<file path="src/logic/lpo_pkg.sv">
// Package for the LCD pin override and port A/B register block.
// Assumes a classic Wishbone slave with 32-bit data and byte addresses.
//
// Overview of operation
// LCD on, mask above 5: G4 to plane 23
// LCD on, mask above 6: G3 to plane 24
// LCD on: G2 taken for plane 4
// LCD on, mask above 0: G1, G0 taken
// G4 input feeds timer 0; no value override
// G3 input feeds timer 1 too
// G1 to segment 13, G0 to plane 14
// Port A output value, eight bits, reset 0
// Port A direction, eight bits, reset 0
// Port A sample follows the pads
// Port B output value, eight bits, reset 0
// Port B direction, eight bits, reset 0
// Direction one drives pin from output value
`default_nettype none
package lpo_pkg;

    ////////////////////////////////////////////////////////////////////////
    // Register byte addresses
    localparam logic [7:0] ADDR_PA_OUT = 8'h00;
    localparam logic [7:0] ADDR_PA_DIR = 8'h04;
    localparam logic [7:0] ADDR_PA_PIN = 8'h08;
    localparam logic [7:0] ADDR_PB_OUT = 8'h0c;
    localparam logic [7:0] ADDR_PB_DIR = 8'h10;
    localparam logic [7:0] ADDR_PB_PIN = 8'h14;
    localparam logic [7:0] ADDR_LCD_CTL = 8'h18;
    localparam logic [7:0] ADDR_PG_STAT = 8'h1c;

    ////////////////////////////////////////////////////////////////////////
    // Field positions and reset values
    localparam int LCD_ON_POS = 0;    // lcd_on_bit in the LCD control word
    localparam int LCD_MASK_LSB = 4;  // lcd_segment_port_mask low bit
    localparam logic [7:0] PORT_RESET = 8'h00;
    localparam logic [3:0] MASK_RESET = 4'h0;
    localparam logic [3:0] MASK_G4 = 4'h5;  // Mask must exceed this for G4
    localparam logic [3:0] MASK_G3 = 4'h6;  // Mask must exceed this for G3
    localparam logic [3:0] MASK_G10 = 4'h0; // Mask must exceed this for G1/0
    localparam int PG_WIDTH = 5;
    localparam int PORT_WIDTH = 8;

    // Per-pin override bundle handed to each port G pad
    typedef struct packed {
        logic pullup_override_enable;
        logic pullup_override_value;
        logic direction_override_enable;
        logic direction_override_value;
        logic port_value_override_enable;
        logic port_value_override_value;
        logic input_enable_override_enable;
        logic input_enable_override_value;
        logic analog_pad_link;
    } lpo_ovr_t;

    // Wishbone request bundle
    typedef struct packed {
        logic cyc;
        logic stb;
        logic we;
        logic [3:0] sel;
        logic [7:0] adr;
        logic [31:0] dat;
    } lpo_wb_req_t;

endpackage
`default_nettype wire

</file>
<file path="src/logic/lpo_top.sv">
// Port A/B registers and port G LCD pin override logic.
// Assumes pad inputs are synchronous to clk_i and a classic Wishbone
// master that holds its request until ack.
//
// Decided for this implementation: the register addresses and the Wishbone interface to the registers.
`default_nettype none
`timescale 1ns/10ps
module lpo_top (
    input wire logic clk_i,
    input wire logic rst_i,
    input wire logic ce_i,
    input wire lpo_pkg::lpo_wb_req_t wb_req_i,
    output logic [31:0] wb_dat_o,
    output logic wb_ack_o,
    input wire logic [7:0] pa_pad_i,
    output logic [7:0] pa_out_o,
    output logic [7:0] pa_oe_o,
    input wire logic [7:0] pb_pad_i,
    output logic [7:0] pb_out_o,
    output logic [7:0] pb_oe_o,
    input wire logic [4:0] pg_pad_i,
    output lpo_pkg::lpo_ovr_t [4:0] pg_ovr_o,
    output logic timer0_count_source_o,
    output logic timer1_count_source_o
);

    ////////////////////////////////////////////////////////////////////////
    // Register state
    logic [7:0] pa_out, next_pa_out;     // Port A output value
    logic [7:0] pa_dir, next_pa_dir;     // Port A direction
    logic [7:0] pa_pin, next_pa_pin;     // Port A pin sample
    logic [7:0] pb_out, next_pb_out;     // Port B output value
    logic [7:0] pb_dir, next_pb_dir;     // Port B direction
    logic [7:0] pb_pin, next_pb_pin;     // Port B pin sample
    logic lcd_on_bit, next_lcd_on_bit;   // LCD enable from software
    logic [3:0] lcd_segment_port_mask, next_lcd_segment_port_mask;
    logic ack, next_ack;                 // Wishbone acknowledge
    logic [31:0] rdat, next_rdat;        // Registered read data
    logic [4:0] take;                    // Port G pins owned by the LCD
    lpo_pkg::lpo_ovr_t [4:0] ovr, next_ovr;
    logic t0, next_t0;
    logic t1, next_t1;

    // Access strobe; a new one only after the previous ack dropped
    logic acc;
    assign acc = wb_req_i.cyc & wb_req_i.stb & ~ack;

    ////////////////////////////////////////////////////////////////////////
    // Ownership decode for port G, one term per pin
    always_comb begin
        take[4] = lcd_on_bit && (lcd_segment_port_mask > lpo_pkg::MASK_G4);
        take[3] = lcd_on_bit && (lcd_segment_port_mask > lpo_pkg::MASK_G3);
        take[2] = lcd_on_bit;
        take[1] = lcd_on_bit && (lcd_segment_port_mask > lpo_pkg::MASK_G10);
        take[0] = take[1];
    end

    ////////////////////////////////////////////////////////////////////////
    // Override bundle, built per pin by one loop
    // Only G4 forces its direction value high; the others force zero
    genvar g;
    generate
        for (g = 0; g < lpo_pkg::PG_WIDTH; g = g + 1) begin : g_ovr
            always_comb begin
                next_ovr[g].pullup_override_enable = take[g];
                next_ovr[g].pullup_override_value = 1'b0;
                next_ovr[g].direction_override_enable = take[g];
                next_ovr[g].direction_override_value = (g == 4);
                next_ovr[g].port_value_override_enable = 1'b0;
                next_ovr[g].port_value_override_value = 1'b0;
                next_ovr[g].input_enable_override_enable = take[g];
                next_ovr[g].input_enable_override_value = 1'b0;
                // Analog link closes only while the LCD owns the pin
                next_ovr[g].analog_pad_link = take[g];
            end
        end
    endgenerate

    ////////////////////////////////////////////////////////////////////////
    // Timer count sources; digital input is gated off once the LCD owns it
    always_comb begin
        next_t0 = pg_pad_i[4] & ~take[4];
        next_t1 = pg_pad_i[3] & ~take[3];
    end

    ////////////////////////////////////////////////////////////////////////
    // Register file next state and Wishbone decode
    always_comb begin
        next_pa_out = pa_out;
        next_pa_dir = pa_dir;
        next_pb_out = pb_out;
        next_pb_dir = pb_dir;
        next_lcd_on_bit = lcd_on_bit;
        next_lcd_segment_port_mask = lcd_segment_port_mask;
        // Samples follow the pads every cycle that ce_i is high; reset loads PORT_RESET
        next_pa_pin = pa_pad_i;
        next_pb_pin = pb_pad_i;
        next_ack = acc;
        next_rdat = 32'h0000_0000;
        if (acc && wb_req_i.we && wb_req_i.sel[0]) begin
            // Writes to sample registers are ignored
            if (wb_req_i.adr == lpo_pkg::ADDR_PA_OUT) begin
                next_pa_out = wb_req_i.dat[7:0];
            end else if (wb_req_i.adr == lpo_pkg::ADDR_PA_DIR) begin
                next_pa_dir = wb_req_i.dat[7:0];
            end else if (wb_req_i.adr == lpo_pkg::ADDR_PB_OUT) begin
                next_pb_out = wb_req_i.dat[7:0];
            end else if (wb_req_i.adr == lpo_pkg::ADDR_PB_DIR) begin
                next_pb_dir = wb_req_i.dat[7:0];
            end else if (wb_req_i.adr == lpo_pkg::ADDR_LCD_CTL) begin
                next_lcd_on_bit = wb_req_i.dat[lpo_pkg::LCD_ON_POS];
                next_lcd_segment_port_mask =
                    wb_req_i.dat[lpo_pkg::LCD_MASK_LSB +: 4];
            end
        end
        if (acc && !wb_req_i.we) begin
            // Unmapped addresses read as zero and still acknowledge
            if (wb_req_i.adr == lpo_pkg::ADDR_PA_OUT) begin
                next_rdat[7:0] = pa_out;
            end else if (wb_req_i.adr == lpo_pkg::ADDR_PA_DIR) begin
                next_rdat[7:0] = pa_dir;
            end else if (wb_req_i.adr == lpo_pkg::ADDR_PA_PIN) begin
                next_rdat[7:0] = pa_pin;
            end else if (wb_req_i.adr == lpo_pkg::ADDR_PB_OUT) begin
                next_rdat[7:0] = pb_out;
            end else if (wb_req_i.adr == lpo_pkg::ADDR_PB_DIR) begin
                next_rdat[7:0] = pb_dir;
            end else if (wb_req_i.adr == lpo_pkg::ADDR_PB_PIN) begin
                next_rdat[7:0] = pb_pin;
            end else if (wb_req_i.adr == lpo_pkg::ADDR_LCD_CTL) begin
                next_rdat[lpo_pkg::LCD_ON_POS] = lcd_on_bit;
                next_rdat[lpo_pkg::LCD_MASK_LSB +: 4] = lcd_segment_port_mask;
            end else if (wb_req_i.adr == lpo_pkg::ADDR_PG_STAT) begin
                next_rdat[4:0] = take;
            end
        end
    end

    ////////////////////////////////////////////////////////////////////////
    // State registers; clock enable freezes everything
    always_ff @(posedge clk_i) begin
        if (rst_i) begin
            pa_out <= lpo_pkg::PORT_RESET;
            pa_dir <= lpo_pkg::PORT_RESET;
            pb_out <= lpo_pkg::PORT_RESET;
            pb_dir <= lpo_pkg::PORT_RESET;
            pa_pin <= lpo_pkg::PORT_RESET;
            pb_pin <= lpo_pkg::PORT_RESET;
            lcd_on_bit <= 1'b0;
            lcd_segment_port_mask <= lpo_pkg::MASK_RESET;
            ack <= 1'b0;
            rdat <= 32'h0000_0000;
            ovr <= '0;
            t0 <= 1'b0;
            t1 <= 1'b0;
        end else if (ce_i) begin
            pa_out <= next_pa_out;
            pa_dir <= next_pa_dir;
            pb_out <= next_pb_out;
            pb_dir <= next_pb_dir;
            pa_pin <= next_pa_pin;
            pb_pin <= next_pb_pin;
            lcd_on_bit <= next_lcd_on_bit;
            lcd_segment_port_mask <= next_lcd_segment_port_mask;
            ack <= next_ack;
            rdat <= next_rdat;
            ovr <= next_ovr;
            t0 <= next_t0;
            t1 <= next_t1;
        end
    end

    ////////////////////////////////////////////////////////////////////////
    // Outputs straight from flip-flops; pad drive changes on the same edge as the write, with ack,
    // since the output registers themselves are the pad drivers
    assign pa_out_o = pa_out;
    assign pa_oe_o = pa_dir;
    assign pb_out_o = pb_out;
    assign pb_oe_o = pb_dir;
    assign pg_ovr_o = ovr;
    assign timer0_count_source_o = t0;
    assign timer1_count_source_o = t1;
    assign wb_dat_o = rdat;
    assign wb_ack_o = ack;

endmodule
`default_nettype wire

</file>
<file path="config.mk">
export PLATFORM = sky130hd
export DESIGN_NAME = lpo_top
export DESIGN_NICKNAME = d
export VERILOG_FILES = /design/src/logic/lpo_pkg.sv /design/src/logic/lpo_top.sv
export SDC_FILE = /design/constraint.sdc
export NUM_CORES = 1
export LEC_CHECK = 0
export ABC_AREA = 1
export BUFFER_PORTS_ARGS = -buffer_cell sky130_fd_sc_hd__buf_2
export CELL_PAD_IN_SITES_DETAIL_PLACEMENT = 0
export CELL_PAD_IN_SITES_GLOBAL_PLACEMENT = 1
export CORE_AREA = 2 2 84 166
export DETAILED_ROUTE_END_ITERATION = 6
export DIE_AREA = 0 0 86 168
export GPL_ROUTABILITY_DRIVEN = 0
export MAX_ROUTING_LAYER = met4
export PLACE_DENSITY = 0.76
export SLEW_MARGIN = 20
export SYNTH_ARGS = -nofsm -noshare
export SYNTH_HDL_FRONTEND = slang
export SYNTH_SLANG_ARGS = --single-unit
</file>
<file path="constraint.sdc">
create_clock -name clk_i -period 1.24 [get_ports clk_i]
set_input_delay 0.248 -clock clk_i [delete_from_list [all_inputs] [get_ports clk_i]]
set_output_delay 0.248 -clock clk_i [all_outputs]
set_load 0.02 [all_outputs]
</file>
# Word-level counts from Yosys, hierarchy flattened
# Cells that the tools add are included.
word_totals:
  ff_bits: 69
  in_bits: 71
  out_inout_bits: 112
  elab_cells: 63
op_classes:
  n_lt_le_gt_ge: 3
  eq_ne: 7
  n_mux: 12
  bitwise_logic: 11
  reduce_logical: 13
op_table:
  columns: ["operator", "n"]
  rows:
  - ["$mux W8", 7]
  - ["$eq A8 B5 Y1 const B", 4]
  - ["$eq A8 B4 Y1 const B", 2]
  - ["$eq A8 B3 Y1 const B", 1]
  - ["$gt A4 B3 Y1 const B", 2]
  - ["$logic_not A8 Y1", 1]
  - ["$not A1 Y1", 7]
  - ["$reduce_and A7 Y1", 1]
  - ["$logic_and A1 B1 Y1", 6]
  - ["$mux W3", 2]
  - ["$reduce_and A6 Y1", 1]
  - ["$mux W5", 1]
  - ["$reduce_and A5 Y1", 1]
  - ["$and A1 B1 Y1", 4]
  - ["$gt A4 B1 Y1 const B", 1]
  - ["$reduce_and A4 Y1", 1]
  - ["$reduce_and A3 Y1", 1]
  - ["$mux W1", 2]
  - ["$logic_not A1 Y1", 1]

# Logic depth before layout (Yosys ltp)
logic_depth:
  depth_word: 11
  mapped_depth: 12
  mapped_depth_nobuf: 12

# Worst setup path before layout
# No wires, ideal clock.
synth_timing:
  kind: "reg-to-reg"
  start: "register ack (netlist: wb_ack_o)"
  end: "register pb_dir[6] (netlist: pb_oe_o[6])"
  setup_time_ns: 0.080
  arrival_time_ns: 1.317
  required_ns: 1.160
  setup_slack_ns: -0.157
  path_stages_with_launch: 9
  path_buffers: 1
  period_less_slack_ns: 1.397
  path_cell_list: "dfxtp_1 > nor2_2 > nand3_2 > nor2_4 > nand3_4 > nor2_8 > buf_8 > nor2_2 > a211oi_2"
synth_via:
  elab_chain_cells: 5
synth_lines:
  columns: ["element", "line_no", "text"]
  rows:
  - ["start, declared", "lpo_top.sv:37", "logic ack, next_ack;"]
  - ["start signal, assigned", "lpo_top.sv:165", "ack <= next_ack;"]
  - ["$not A1 Y1", "lpo_top.sv:46", "assign acc = wb_req_i.cyc & wb_req_i.stb & ~ack;"]
  - ["$and A1 B1 Y1", "lpo_top.sv:46", null]
  - ["$logic_and A1 B1 Y1 (2 in series)", "lpo_top.sv:100", "if (acc && wb_req_i.we && wb_req_i.sel[0]) begin"]
  - ["$reduce_and A6 Y1 (no line)", null, null]
  - ["end signal, assigned", "lpo_top.sv:146", "pb_dir <= lpo_pkg::PORT_RESET;"]
  - ["end signal, assigned", "lpo_top.sv:160", "pb_dir <= next_pb_dir;"]
  - ["end, declared", "lpo_top.sv:33", "logic [7:0] pb_dir, next_pb_dir;"]
# No other way between the ends.
# A chain may end at the register's enable or synchronous reset.

# Worst setup path after layout
layout_timing:
  start: "register ack (netlist: wb_ack_o)"
  end: "register pb_out[2] (netlist: pb_out_o[2])"
layout_via:
  elab_chain_cells: 5
layout_lines:
  columns: ["element", "line_no", "text"]
  rows:
  - ["$not A1 Y1", "lpo_top.sv:46", null]
  - ["$and A1 B1 Y1", "lpo_top.sv:46", null]
  - ["$logic_and A1 B1 Y1 (2 in series)", "lpo_top.sv:100", null]
  - ["$reduce_and A5 Y1 (no line)", null, null]
  - ["end signal, assigned", "lpo_top.sv:145", "pb_out <= lpo_pkg::PORT_RESET;"]
  - ["end signal, assigned", "lpo_top.sv:159", "pb_out <= next_pb_out;"]
  - ["end, declared", "lpo_top.sv:32", "logic [7:0] pb_out, next_pb_out;"]
# No other way between the ends.

==> flow_metrics.py <==
metrics = {
    "floorplanning": {
        "placeableCoreArea_mm2": 0.0133,
        "start_util_pct": 27.1,
        "io_pins": 183,
        "die_x_um": 86,
        "num_rows": 60,
        "die_area_mm2": 0.0144,
        "die_y_um": 168,
    },
    "clock_network": {
        "cts.sinks": 69,
        "cts-buffers-inserted": 9,
        "clk_latency_ns": 0.33,
        "cts_hold_buf": 0,
        "h-tree-depth": 3,
        "cts_tree": "yes",
        "clockBufferDepth": 2,
        "clk_pin_slew_worst_paths_ns": 0.06,
        "root_buffer": "clkbuf_16",
    },
    "finish": {
        "seq_area_mm2": 0.00139,
        "drive_above_1_share_pct": 41.1,
        "final_cells": 763,
        "fin_nets": 674,
        "area_growth_syn_to_layout_pct": 34.8,
        "antenna_cells": 0,
        "multi_input_area_mm2": 0.00193,
        "nFillCells": 1401,
    },
    "status": {
        "status": "complete, but fails checks",
        "violations": "setup timing",
    },
    "global_route": {
        "grt_max_degree": 36,
        "antenna_found_initial": 0,
        "grt_pass1_vias": 3008,
        "gr-total-overflow": 0,
        "grt_pass1_wl_um": 15800,
        "grt.total_usage_pct": 14.6,
    },
    "drt": {
        "wirelength_um": 10700,
        "antenna_left": 0,
        "drtPass1Iterations": 4,
        "drt_iter0_markers": 138,
        "vias_per_cell": 4.47,
        "routed-via-count": 3408,
        "wl_per_cell_um": 14.1,
        "drc_errors": 0,
    },
    "synth": {
        "ys_seq_area_share_pct": 38.4,
        "syn_inst": 483,
        "synth_common_cells": "83 x nor2_1, 69 x dfxtp_1, 66 x buf_4, 57 x nand2_1, 52 x a21oi_1",
        "synthDistinctLibCells": 27,
        "synth_edf_count": 0,
        "syn-cell-area_mm2": 0.00360,
        "yosys-top-cells-area": "dfxtp_1 38%, buf_4 14%, nor2_1 8.7%",
        "synth-main-ff-cell": "dfxtp_1",
        "syn_area_per_cell_um2": 7.45,
        "synth-seq-cells": 69,
        "ys_async_sr_fraction_pct": 0,
        "synth_top_cell_area_share_pct": 38.4,
        "synth_top_area_cell": "dfxtp_1",
        "synth_most_common_cell": "nor2_1",
        "yosys_warnings": 0,
    },
    "power": {
        "p_int_mw": 4.03,
        "pwr-share-comb_pct": 10.5,
        "p_leak_nw": 2.30,
        "p_seq_share_pct": 42.2,
        "power_density_mw_per_mm2": 1120,
        "p_clk_share_pct": 47.3,
        "ir_worst_vdd_mv": 0.923,
        "netSwitchingPower_mw": 1.42,
        "switching_share_pct": 26.0,
    },
    "placement": {
        "io_buffers": 104,
        "placed_cells": 736,
        "pre_cts_ws_ns": -0.450,
        "dpl.hpwl_um": 7840,
    },
    "setup_path": {
        "crit_required_ns": 1.46,
        "worstPathMaxFanout": 4,
        "endpoint_kind": "flop",
        "path_class": "flop to flop",
        "cp_data_arrival_time_ns": 1.61,
        "cp-start-kind": "flop",
    },
    "sta": {
        "holdWs_ns": 0.143,
        "finalCriticalPeriod_ns": 1.38,
        "fin_crit_sh_pct": 112,
        "finClkSkew_ns": 0.00605,
        "finalHoldViolations": 0,
        "setup-violations-final": 42,
        "max_freq_ghz": 0.723,
        "rsz0062_at_grt": "true",
        "slew_violations": 0,
        "worst_slack_ns": -0.144,
    },
    "hold_path": {
        "hp-class": "input pin to flop",
    },
    "run": {
        "drv_cap": 0,
    },
}
kinds of logic after synthesis:
| group | synth area share, % |
|---|---|
| DFF | 38.4 |
| buffers and inverters | 19.5 |
| AOI/OAI and AO/OA | 18.1 |
| other | 0.104 |
| and+or+nand+nor | 23.9 |
timing repair:
action | CTS | global route
setup endpoints to repair | 45 | 54
buffers inserted | 3 | 3
resized for setup | 30 | 52
cloned | 2 | 3
pin swaps | 7 | 9
power groups by stage:
stage,clock [mW],combinational [mW],sequential [mW]
2_1_floorplan,0,0.480,2.35
3_3_place_gp,0,0.536,2.34
3_5_place_dp,0,0.538,2.34
4_1_cts,2.61,0.549,2.30
5_1_grt,2.73,0.620,2.30
6_report,2.58,0.571,2.30
final timing paths:
path	from	to	slack, ns	depth (start not counted)
setup / recovery	wb_ack_o	pb_out_o[2]	-0.14	8
hold / removal	pb_pad_i[3]	pb_pin[3]	0.14	3
hold reg to reg	pg_ovr_o[41]	pg_ovr_o[41]	0.46	2
setup reg to reg	wb_ack_o	pb_out_o[2]	-0.14	8
registers in the layout (all words and copies together) (netlist names), 4 cells and up:
register,count
pa_oe_o,8
pa_out_o,8
pa_pin,8
pb_oe_o,8
pb_out_o,8
pb_pin,8
wb_dat_o,8
pg_ovr_o,5
lcd_segment_port_mask,4
through the flow:
stage	TNS (ns)	instance area [um2]	utilization, %	total power, mW
after floorplan	-1.93	3810	-	2.83
after global placement	-12.27	4190	31.5	2.88
after detailed placement	-12.78	4190	31.5	2.88
after CTS	-3.80	4570	34.4	5.45
after global routing	-6.86	4850	36.5	5.66
final	-3.70	4850	36.5	5.45
cell usage in the layout (no fill, tap or decap), drive strengths merged, types with 14 or more instances in the layout:
master	instances
dfxtp	69
nor2	99
nand3	20
nand2	62
o21ai	49
a211oi	14
conb	48
inv	30
buf	138
a21oi	52
critical path, cell delays in order (launching register included):
cell and delay, ns:
dfxtp_2 0.33, nor2_4 0.12, nand3_4 0.10, nor2_4 0.16, buf_4 0.14, nand4_4 0.11
buf_6 0.16, o21ai_2 0.11, a21oi_1 0.05
layer usage:
metal | wire [um] | track usage, %
met2 | 4920 | 21.4
met3 | 669 | 2.84
met4 | 304 | 6.76
met5 | 0 | -
met1 | 4840 | 19.1
layout make-up:
| type | instances | share of cell area, % |
|---|---|---|
| clock inverter | 6 | 1.29 |
| tap | 155 | 4.00 |
| inverter | 33 | 2.94 |
| timing repair buffer | 140 | 18.2 |
| timing repair inverter | 1 | 0.103 |
| clock buffer | 10 | 4.93 |
| multi-input combinational | 349 | 39.9 |
| sequential | 69 | 28.7 |
Power figures use the tool's default switching activity.
